===== src/verilog/sfr_pkg.sv =====
`default_nettype none
package sfr_pkg;
  // register addresses on the byte-wide read port
  localparam logic [7:0] ADDR_P_HIGH = 8'h01;
  localparam logic [7:0] ADDR_P_MID = 8'h02;
  localparam logic [7:0] ADDR_P_LOW = 8'h03;
  localparam logic [7:0] ADDR_T_HIGH = 8'h04;
  localparam logic [7:0] ADDR_T_LOW = 8'h05;
  localparam logic [7:0] ADDR_TCHG_HIGH = 8'h0A;
  localparam logic [7:0] ADDR_TCHG_LOW = 8'h0B;
  localparam logic [7:0] ADDR_PART_ID = 8'h0C;
  localparam logic [7:0] ADDR_FIFO_STATE = 8'h0D;
  localparam logic [7:0] ADDR_FIFO_PORT = 8'h0E;
  // fifo geometry and field layout
  localparam int FIFO_DEPTH = 32;
  localparam int CNT_W = 6;
  localparam logic [CNT_W-1:0] CNT_EMPTY = 6'h00;
  localparam logic [CNT_W-1:0] CNT_FULL = 6'h20;
  localparam logic [2:0] BIDX_FIRST = 3'h0;
  localparam logic [2:0] BIDX_LAST = 3'h4;
  localparam logic [7:0] BYTE_ZERO = 8'h00;
  localparam logic [11:0] TCHG_RST = 12'h000;
  localparam logic [3:0] FRAC_PAD = 4'h0;
  // fill policy field encodings
  typedef enum logic [1:0] {
    FILL_OFF = 2'b00,
    FILL_WRAP = 2'b01,
    FILL_STOP = 2'b10,
    FILL_UNUSED = 2'b11
  } sfr_fill_t;
  // one acquired sample: q18.2 pressure, q8.4 temperature
  typedef struct packed {
    logic [19:0] pressure;
    logic [11:0] temp;
  } sfr_sample_t;
  // register read request from the serial front end
  typedef struct packed {
    logic en;
    logic [7:0] addr;
  } sfr_rd_req_t;
endpackage : sfr_pkg
`default_nettype wire


===== src/verilog/sfr_sample_fifo_readout.sv =====
// Contract
// - temp change holds latest minus previous temperature
// - change is 12-bit signed, fraction in bits 7:4
// - temp change updates in every fill policy
// - part identifier is fixed, read-only, not reset
// - overflow flag set on overflow event
// - level flag set while count exceeds a nonzero threshold
// - status read clears fifo interrupt source bit
// - flags hold while condition lasts, reads don't clear
// - six-bit count, zero empty, up to 32
// - byte-wide read-only port, 32 samples max
// - five bytes per sample, pressure then temperature
// - enabled fifo readable at pressure high address
// - enabled fifo makes 02h to 05h read zero
// - sampling continues while host reads the fifo
// - fill policy: off, overwrite, stop, unused
// - draining a sample drops count by one
// - disabling flushes fifo, flags and count
`timescale 1ns/1ps
`default_nettype none
module sfr_fifo #(
  parameter int W = 32,
  parameter int D = 32
) (
  input wire logic ref_clk_i,
  input wire logic resetn_i,
  input wire logic flush_i,
  input wire logic in_valid_i,
  input wire logic [W-1:0] in_data_i,
  output logic in_ready_o,
  output logic out_valid_o,
  output logic [W-1:0] out_data_o,
  input wire logic out_ready_i,
  output logic [$clog2(D+1)-1:0] count_o
);
  localparam int AW = $clog2(D);
  localparam int CW = $clog2(D+1);
  logic [W-1:0] mem [D];
  logic [AW-1:0] wr_q, rd_q;
  logic [CW-1:0] cnt_q;
  logic push, pop;

  // a full buffer still takes a word when the drain pops in the same cycle
  assign in_ready_o = (cnt_q != CW'(D)) | out_ready_i;
  assign out_valid_o = (cnt_q != '0);
  assign push = in_valid_i & in_ready_o & ~flush_i;
  assign pop = out_valid_o & out_ready_i & ~flush_i;
  assign out_data_o = mem[rd_q];
  assign count_o = cnt_q;

  // storage, no reset needed since count gates every read
  always_ff @(posedge ref_clk_i) begin
    if (push) begin
      mem[wr_q] <= in_data_i;
    end
  end

  // pointers and count
  always_ff @(posedge ref_clk_i or negedge resetn_i) begin
    if (!resetn_i) begin
      wr_q <= '0;
      rd_q <= '0;
      cnt_q <= '0;
    end else if (flush_i) begin
      wr_q <= '0;
      rd_q <= '0;
      cnt_q <= '0;
    end else begin
      if (push) begin
        wr_q <= wr_q + 1'b1;
      end
      if (pop) begin
        rd_q <= rd_q + 1'b1;
      end
      if (push && !pop) begin
        cnt_q <= cnt_q + 1'b1;
      end else if (pop && !push) begin
        cnt_q <= cnt_q - 1'b1;
      end
    end
  end
endmodule : sfr_fifo

module sfr_sample_fifo_readout #(
  parameter logic [7:0] PART_ID = 8'h5A // arbitrary value, factory set
) (
  input wire logic ref_clk_i,
  input wire logic resetn_i,
  input wire sfr_pkg::sfr_fill_t fill_policy_i,
  input wire logic [5:0] level_threshold_i,
  input wire logic sample_valid_i,
  input wire sfr_pkg::sfr_sample_t sample_i,
  input wire sfr_pkg::sfr_rd_req_t rd_req_i,
  output logic [7:0] rd_data_o,
  output logic rd_valid_o,
  output logic fifo_int_src_o
);
  import sfr_pkg::*;

  sfr_sample_t head, live_q;
  logic [CNT_W-1:0] cnt;
  logic [2:0] bidx_q;
  logic [11:0] last_temp_q, tchg_q;
  logic have_q, ovf_q, mark_q, ovf_prev_q, mark_prev_q;
  logic fifo_on, full, head_valid, in_valid, in_ready;
  logic rd_fifo, take, drain_pop, wrap_pop, ovf_event, above, stat_rd, src_set;
  logic [7:0] rd_mux;

  // pick one byte of a sample in readout order
  function automatic logic [7:0] sample_byte(input sfr_sample_t s, input logic [2:0] idx);
    unique case (idx)
      3'h0: sample_byte = s.pressure[19:12];
      3'h1: sample_byte = s.pressure[11:4];
      3'h2: sample_byte = {s.pressure[3:0], FRAC_PAD};
      3'h3: sample_byte = s.temp[11:4];
      default: sample_byte = {s.temp[3:0], FRAC_PAD};
    endcase
  endfunction : sample_byte

  // policy decode; the unused code behaves as disabled
  assign fifo_on = (fill_policy_i == FILL_WRAP) || (fill_policy_i == FILL_STOP);
  assign full = (cnt == CNT_FULL);
  assign rd_fifo = rd_req_i.en && fifo_on &&
                   (rd_req_i.addr == ADDR_P_HIGH || rd_req_i.addr == ADDR_FIFO_PORT);
  assign take = rd_fifo & head_valid;
  assign drain_pop = take && (bidx_q == BIDX_LAST);
  // overwrite drops the oldest sample to make room for the new one
  assign wrap_pop = fifo_on && (fill_policy_i == FILL_WRAP) && sample_valid_i &&
                    full && !drain_pop;
  assign in_valid = sample_valid_i & fifo_on;
  // stop mode: in_ready low when full unless a drain pops that cycle, so the new sample is refused
  assign ovf_event = in_valid && (!in_ready || wrap_pop);
  assign above = fifo_on && (level_threshold_i != CNT_EMPTY) && (cnt > level_threshold_i);
  assign stat_rd = rd_req_i.en && (rd_req_i.addr == ADDR_FIFO_STATE);
  assign src_set = (ovf_q & ~ovf_prev_q) | (mark_q & ~mark_prev_q);

  sfr_fifo #(
    .W($bits(sfr_sample_t)),
    .D(FIFO_DEPTH)
  ) u_fifo (
    .ref_clk_i(ref_clk_i),
    .resetn_i(resetn_i),
    .flush_i(!fifo_on),
    .in_valid_i(in_valid),
    .in_data_i(sample_i),
    .in_ready_o(in_ready),
    .out_valid_o(head_valid),
    .out_data_o(head),
    .out_ready_i(drain_pop | wrap_pop),
    .count_o(cnt)
  );

  // byte position inside the oldest sample; restarts if that sample is overwritten
  always_ff @(posedge ref_clk_i or negedge resetn_i) begin
    if (!resetn_i) begin
      bidx_q <= BIDX_FIRST;
    end else if (!fifo_on || wrap_pop || drain_pop) begin
      bidx_q <= BIDX_FIRST;
    end else if (take) begin
      bidx_q <= bidx_q + 3'h1;
    end
  end

  // temperature change, tracked regardless of fill policy
  always_ff @(posedge ref_clk_i or negedge resetn_i) begin
    if (!resetn_i) begin
      last_temp_q <= TCHG_RST;
      tchg_q <= TCHG_RST;
      have_q <= 1'b0;
      live_q <= '0;
    end else if (sample_valid_i) begin
      last_temp_q <= sample_i.temp;
      have_q <= 1'b1;
      live_q <= sample_i;
      // first sample has no predecessor, so change stays zero
      tchg_q <= have_q ? (sample_i.temp - last_temp_q) : TCHG_RST;
    end
  end

  // status flags follow their conditions, reading does not touch them
  always_ff @(posedge ref_clk_i or negedge resetn_i) begin
    if (!resetn_i) begin
      ovf_q <= 1'b0;
      mark_q <= 1'b0;
      ovf_prev_q <= 1'b0;
      mark_prev_q <= 1'b0;
    end else begin
      ovf_q <= fifo_on && (ovf_event || (ovf_q && full));
      mark_q <= above;
      ovf_prev_q <= ovf_q;
      mark_prev_q <= mark_q;
    end
  end

  // interrupt source bit: rising flag sets, status read clears, set wins
  always_ff @(posedge ref_clk_i or negedge resetn_i) begin
    if (!resetn_i) begin
      fifo_int_src_o <= 1'b0;
    end else if (src_set) begin
      fifo_int_src_o <= 1'b1;
    end else if (stat_rd) begin
      fifo_int_src_o <= 1'b0;
    end
  end

  // read data select
  always_comb begin
    rd_mux = BYTE_ZERO;
    unique case (rd_req_i.addr)
      ADDR_P_HIGH, ADDR_FIFO_PORT: begin
        if (fifo_on) begin
          rd_mux = head_valid ? sample_byte(head, bidx_q) : BYTE_ZERO;
        end else if (rd_req_i.addr == ADDR_P_HIGH) begin
          rd_mux = sample_byte(live_q, 3'h0);
        end
      end
      ADDR_P_MID, ADDR_P_LOW, ADDR_T_HIGH, ADDR_T_LOW: begin
        // live bytes vanish while the fifo owns the data window
        rd_mux = fifo_on ? BYTE_ZERO : sample_byte(live_q, 3'(rd_req_i.addr - ADDR_P_HIGH));
      end
      ADDR_TCHG_HIGH: rd_mux = tchg_q[11:4];
      ADDR_TCHG_LOW: rd_mux = {tchg_q[3:0], FRAC_PAD};
      ADDR_PART_ID: rd_mux = PART_ID;
      ADDR_FIFO_STATE: rd_mux = {ovf_q, mark_q, cnt};
      default: rd_mux = BYTE_ZERO;
    endcase
  end

  // registered answer one cycle after the request
  always_ff @(posedge ref_clk_i or negedge resetn_i) begin
    if (!resetn_i) begin
      rd_data_o <= BYTE_ZERO;
      rd_valid_o <= 1'b0;
    end else begin
      rd_valid_o <= rd_req_i.en;
      if (rd_req_i.en) begin
        rd_data_o <= rd_mux;
      end
    end
  end
endmodule : sfr_sample_fifo_readout
`default_nettype wire

===== config.mk =====
export PLATFORM = sky130hd
export DESIGN_NAME = sfr_sample_fifo_readout
export DESIGN_NICKNAME = d
export VERILOG_FILES = /design/src/verilog/sfr_pkg.sv /design/src/verilog/sfr_sample_fifo_readout.sv
export SDC_FILE = /design/constraint.sdc
export NUM_CORES = 1
export LEC_CHECK = 0
export BUFFER_PORTS_ARGS = -buffer_cell sky130_fd_sc_hd__buf_4
export CAP_MARGIN = 0
export CORE_AREA = 3 3 459 234
export DETAILED_ROUTE_END_ITERATION = 7
export DIE_AREA = 0 0 462 237
export PLACE_DENSITY_LB_ADDON = 0.25
export SYNTH_ARGS = -nofsm -noshare
export SYNTH_HDL_FRONTEND = slang
export SYNTH_HIERARCHICAL = 1
export SYNTH_SLANG_ARGS = --single-unit
export TNS_END_PERCENT = 10

===== constraint.sdc =====
create_clock -name ref_clk_i -period 6.45 [get_ports ref_clk_i]
set_input_delay 0.645 -clock ref_clk_i [delete_from_list [all_inputs] [get_ports ref_clk_i]]
set_output_delay 0.645 -clock ref_clk_i [all_outputs]
set_load 0.005 [all_outputs]

==> results.md, run 1 <==
* Status: completed
* Syn_area_per_cell at 17.81 um^2
* Clock transition at path regs at 0.07 ns
* Clk Latency, worst-skew pair at 0.69 ns
* Die width at 462 um
* Register area share after synthesis at 73.75%
* Layout cells sized above 1 at 18.19%
* Global-route wire length before repair at 166.9 mm
* Crit start category: flop
* Crit share post-route at 76.27%
* Max FO, Critical Path at 7
* Syn_nets at 2,577
* Crit Path Category: flop to flop
* P per Cell Area at 287.0 nW/um^2
* Worst rel slew slack at 7.043%
* Crit path largest cell delay at 0.61 ns
* Asr flop ratio synth at 7.078%
* DIE AREA at 109,500 um^2
* Post-Syn Instances at 2,490
* Vias per inst at 6.080
* Clock sinks at 1,102
* GPL Wtd Cong at 0.9738
* Post-CTS Setup Bufs at 0
* Vias post-DR at 24,320
* I/O pin count at 62
* Synth top area cells: edfxtp_1 (69%), mux2i_1 (6.0%), mux4_2 (5.1%), dfrtp_1 (4.4%), mux2_2 (1.3%)
* Final Skew at 0.02041 ns
* Core Box Area at 104,100 um^2
* DRC at 0
* Overall routing resource usage at 21.00%
* TNS Setup at 0 ns
* RSZ-0062 raised after global routing: no
* Number of CTS-inserted buffers at 93
* Synth top area share at 69.34%
* Leakage power at 15.15 nW
* GR Overflow Total at 0
* Port bufs at 61
* Largest net degree at the start of global routing at 73
* Slack of the critical path at 1.531 ns
* Worst path slowest cell: or4_4
* Initial core utilization at 42.62%
* CP endpoint kind: flop
* Total number of H-tree levels at 3
* Final Max Slew Viols at 0
* Maximum buffer depth of the clock tree at 3
* Floorplan die height at 237 um
* Ys Warns at 6
* Worst-path cell chain: or4_4, or3_2, nor2b_1, nand4_1, o22ai_1, or2b_2, o31ai_4, nor2_1, ha_1, inv_1, ha_1, nor2b_1, o21a_1, o21ai_0, or3b_2, a21oi_1
* Setup WS pre-CTS at 1.674 ns
* Fillcell total at 8,578
* Final Critical Period at 4.919 ns
* Initial DRC Count at 3,193
* Largest area contributor in the netlist: edfxtp_1
* CTS tree: built
* CTS root buffer: clkbuf_16
* Hold Crit Class: input port to flop
* CP arrival at 5.52 ns
* DR pass1 iterations at 6
* CP Buf/Inv Count at 1
* Total Nets Final at 2,634
* Dpl hpwl at 74.15 mm
* WP data required at 7.05 ns
* Detailed-route wire length at 115.5 mm
* Synthesized cell area at 44,340 um^2
* Synth unique cells at 80
* Seq cells post-synth at 1,102
* Vias in the first global route at 23,160
* Actual slew at the worst max-slew pin at 1.382 ns
* Fin. Hold Viols at 0
* Worst VDD drop at 197.6 uV
* Cell Rows at 84
* EDFF count, synth at 1,024
* Area Growth Syn to Fin at 11.73%
* Ys flop type: edfxtp_1
* Crit path max-delay family: simple AND/OR/NAND/NOR gates
* Post-layout util at 47.62%
* Initial antenna violation count at 2
* Final setup fails at 0
* Max Cap Violations at 0
* Routed Antenna Nets at 0
* Peak Freq at 203.3 MHz
* Wirelength per Cell at 28.87 um
## per-stage QoR
stage	cell area, um^2	hold slack (ns)	power (mW)	instances
2_1_floorplan	44340	0.3494	8.337	2490
6_report	49550	0.1927	14.22	4000
4_1_cts	49540	0.1340	14.33	3998
3_5_place_dp	46470	0.4022	8.654	3827
5_1_grt	49540	0.1604	14.70	3998
3_3_place_gp	46470	0.4142	8.634	3827
## routing by layer
metal / global-route usage, % / part of all wire (%) / vias up
li1: - / - / 10170
met1: 35.11 / 48 / 12850
met3: 5.604 / 11 / 124
met4: 3.919 / 1.4 / 0
met5: 0 / 0 / -
met2: 26.94 / 40 / 1172
## cell families (layout without fill, tap and decap cells)
kind of cell	after synthesis	after routing	synth area share (%)
DFF	1102	1102	73.75
AOI/OAI and AO/OA	431	431	6.732
muxes	420	420	12.48
and+or+nand+nor	280	280	3.476
buffers and inverters	201	333	2.113
adders and majority gates	35	35	1.021
xor gates and xnor gates	21	21	0.4317
other	0	2	0
## cell type report
class                           instances  area, um^2  share of cell area, %
Multi-Input combinational cell       1187       11000                  22.20
Sequential cell                      1102       32720                  66.03
Antenna cell                            2       5.005                0.01010
Inverter                               57       214.0                 0.4318
Tap cell                             1376        1722                  3.475
Timing Repair Buffer                  106       835.8                  1.687
Clock buffer                          114        2479                  5.003
Clock inverter                         56       576.8                  1.164
## sequential cells by signal, summed over array words and instances, names as in the netlist
signal and cells:
bidx_q 3, fifo_int_src_o 1, have_q 1, last_temp_q 12, live_q 20, mark_prev_q 1
mark_q 1, ovf_prev_q 1, ovf_q 1, rd_data_o 8, rd_valid_o 1, tchg_q 12
u_fifo/count_o 6, u_fifo/mem 1024, u_fifo/rd_q 5, u_fifo/wr_q 5
## power by group
group	leakage, nW	switching (mW)	internal (mW)
Sequential	10.2	0.0739	7.87
Clock	1.48	2.62	3.09
Combinational	3.49	0.385	0.179
Total	15.2	3.08	11.1
## Yosys cell counts (44+ instances only)
cell type	instances
clkbuf_1	69
nand2_1	54
inv_1	57
mux4_2	101
a22oi_1	68
o22ai_1	49
mux2i_1	266
dfrtp_1	78
edfxtp_1	1024
nor2_1	63
buf_2	44
o21ai_0	99
nor2b_1	44
a221oi_1	61
mux2_2	53
a211oi_1	66
## final timing paths
| check | start | end | slack (ns) | cells after the start |
|---|---|---|---|---|
| max | u_fifo/count_o[0] | u_fifo/count_o[4] | 1.53 | 16 |
| min | rd_req_i[8] | rd_valid_o | 0.19 | 1 |
| max reg2reg | u_fifo/count_o[0] | u_fifo/count_o[4] | 1.53 | 16 |
| min reg2reg | mark_q | mark_prev_q | 0.44 | 0 |
| max in group asynchronous | resetn_i | u_fifo/rd_q[0] | 4.90 | 3 |
| min in group asynchronous | resetn_i | rd_valid_o | 0.43 | 2 |
## cell usage in the layout, fill, tap and decap left out, drive strengths merged, types with 35 or more instances in the layout
master / instances
a22oi: 68
clkinv: 35
mux2: 53
nand2: 54
nor2b: 44
o21ai: 102
clkbuf: 114
edfxtp: 1024
mux2i: 266
nor4: 36
inv: 62
a211oi: 66
buf: 105
dfrtp: 78
o22ai: 49
nor2: 63
a221oi: 61
mux4: 101
## what timing repair did
action / in CTS / in global routing
gates resized for setup: 0 / 0
hold buffers: 1 / 0
hold endpoints to repair: 26 / 0
(Power assumes the default switching activity.)
==> run 2, diff against run 1 <==
clock period = 4.19 ns   (was 6.45 ns; I/O delays follow)
==> results.md, run 2 (synthesis results as in run 1) <==
* Status: completed
* Worst path slowest cell: or4_4
* Commonest non-fill, non-tap cell in the layout: edfxtp_1
* Number of CTS-inserted buffers at 93 (unchanged)
* Hold Crit Class: input port to flop
* Initial core utilization at 42.62% (unchanged)
* Clock transition at path regs at 0.06 ns (about the same)
* Crit Path Category: flop to flop
* Clk Latency, worst-skew pair at 0.69 ns (about the same)
* Final Power at 22.08 mW (+55%)
* Fin. Hold Viols at 0 (unchanged)
* P per Cell Area at 437.9 nW/um^2 (+53%)
* DRC at 0 (unchanged)
* Final Skew at 0.02320 ns (+0.002790 ns)
* Part of the power in combinational logic at 4.4% (+0.4 points)
* Int Power at 17.43 mW (+56%)
* Port bufs at 61 (unchanged)
* Crit share post-route at 96.23% (+20 points)
* Clock power share at 40.4% (+0.2 points)
* Actual slew at the worst max-slew pin at 1.392 ns (+0.01024 ns)
* Die width at 462 um (unchanged)
* Max FO, Critical Path at 4 (-3)
* Max Cap Violations at 0 (unchanged)
* Post-layout util at 48.46% (+0.84 points)
* Maximum buffer depth of the clock tree at 3 (unchanged)
* Fillcell total at 8,528 (-0.58%)
* Total number of H-tree levels at 3 (unchanged)
* Hold WS at 0.08080 ns (-0.1119 ns)
* Post-DP Area at 47,290 um^2 (+1.7%)
* CP endpoint kind: flop
* Biggest register: u_fifo/mem
* CTS root buffer: clkbuf_16
* CP arrival at 4.64 ns (-0.88 ns)
* Layout cells sized above 1 at 20.76% (+2.6 points)
* DIE AREA at 109,500 um^2 (unchanged)
* Vias per inst at 5.981 (-1.6%)
* GR Overflow Total at 0 (unchanged)
* Crit path largest cell delay at 0.54 ns (-0.07 ns)
* Sequential share of power at 55.3% (-0.6 points)
* TNS Setup at 0 ns (unchanged)
* Final setup fails at 0 (unchanged)
* Net Sw Frac at 21.06% (-0.61 points)
* Vias post-DR at 24,430 (+0.43%)
* Floorplan die height at 237 um (unchanged)
* Biggest regs: u_fifo/mem x1024, live_q x20
* I/O pin count at 62 (unchanged)
* Global-route wire length before repair at 168.5 mm (+0.97%)
* Leakage power at 15.68 nW (+3.5%)
* Core Box Area at 104,100 um^2 (unchanged)
* Cell Rows at 84 (unchanged)
* Final instance area at 50,420 um^2 (+1.8%)
* Initial DRC Count at 2,883 (-9.7%)
* Peak Freq at 248.0 MHz (+22%)
* Clock sinks at 1,102 (unchanged)
* WP data required at 4.80 ns (-2.25 ns)
* Crit start category: flop
* GPL Wtd Cong at 0.9073 (-6.8%)
* Initial antenna violation count at 7 (+5)
* Area Growth Syn to Fin at 13.71%
* Post-CTS Setup Bufs at 0 (unchanged)
* Routed Antenna Nets at 0 (unchanged)
* Max FFs per register at 1,024 (unchanged)
* Worst rel slew slack at 6.354% (-0.69 points)
* Most frequent cells in the layout: edfxtp_1 (1,024), mux2i_1 (266), buf_4 (175)
* RSZ-0062 raised after global routing: no
* Total Nets Final at 2,721 (+3.3%)
* Net switching power at 4.649 mW (+51%)
* Dpl hpwl at 75.05 mm (+1.2%)
* Worst VDD drop at 288.0 uV (+46%)
* CTS tree: built
* Overall routing resource usage at 21.18% (+0.18 points)
* DR pass1 iterations at 5 (-1)
* Detailed-route wire length at 115.7 mm (+0.20%)
* Largest net degree at the start of global routing at 79 (+8.2%)
* Wirelength per Cell at 28.33 um (-1.9%)
* Final Max Slew Viols at 0 (unchanged)
* Worst-path cell chain: or4_4, or3_2, nor2b_2, nand4_1, o22ai_1, or2b_4, o31ai_4, nor2_2, ha_4, inv_1, ha_1, nor2b_1, o21a_1, o21ai_0, or3b_2, a21oi_1
* Final Critical Period at 4.032 ns (-0.8873 ns)
* Vias in the first global route at 23,940 (+3.4%)
[run 2: stage by stage]
stage,worst slack [ns],std cells
floorplan,0.01676,2490
global placement,0.1208,3913
detailed placement,0.09616,3913
CTS,0.06870,4083
global route,0.01077,4084
finish,0.1580,4084
[run 2: critical path: cells and delay by family (launching register included)]
| kind | cells | cell delay [ns] |
|---|---|---|
| buffers and inverters | 1 | 0.08 |
| adders and majority gates | 2 | 0.44 |
| DFF | 1 | 0.38 |
| and+or+nand+nor | 8 | 2.25 |
| AOI/OAI and AO/OA | 5 | 0.80 |
[run 2: area by class of cell]
cell class | instances | area (um^2) | area share (%)
multi-input cells | 1187 | 11040 | 21.89
clock buffers | 115 | 2461 | 4.881
diodes | 1 | 2.502 | 0.004963
clock inverters | 53 | 615.6 | 1.221
repair buffers | 193 | 1654 | 3.280
flip-flops and latches | 1102 | 32720 | 64.88
inverters | 57 | 214.0 | 0.4243
well taps | 1376 | 1722 | 3.414
[run 2: path summary, 6_finish.rpt]
check | startpoint | to | slack, ns | cells after the start
worst min register to register | mark_q | mark_prev_q | 0.38 | 0
worst max register to register | u_fifo/count_o[0] | u_fifo/count_o[4] | 0.16 | 16
worst max-delay path | u_fifo/count_o[0] | u_fifo/count_o[4] | 0.16 | 16
max in group asynchronous | resetn_i | u_fifo/rd_q[1] | 2.90 | 2
min in group asynchronous | resetn_i | u_fifo/wr_q[1] | 0.49 | 2
worst min-delay path | sample_valid_i | live_q[22] | 0.08 | 2
[run 2: metal layers]
metal | global-route usage, % | wire length [um]
met5 | 0 | 55
met4 | 4.514 | 2026
met3 | 6.847 | 12710
met2 | 27.20 | 45650
met1 | 34.32 | 55280
[run 2: timing repair]
action                                 CTS  global route
hold buffers                             2             0
endpoints found under the hold margin   79             0
setup endpoints to repair                0             4
resized for setup                        0             7
[run 2: power by group through the flow]
stage          sequential, mW  combinational (mW)  clock [mW]
5_1_grt                  12.2                1.04        9.56
2_1_floorplan            12.4               0.433           0
4_1_cts                  12.2               0.946        9.10
6_report                 12.2               0.962        8.91
3_5_place_dp             12.4               0.941           0
3_3_place_gp             12.4               0.913           0
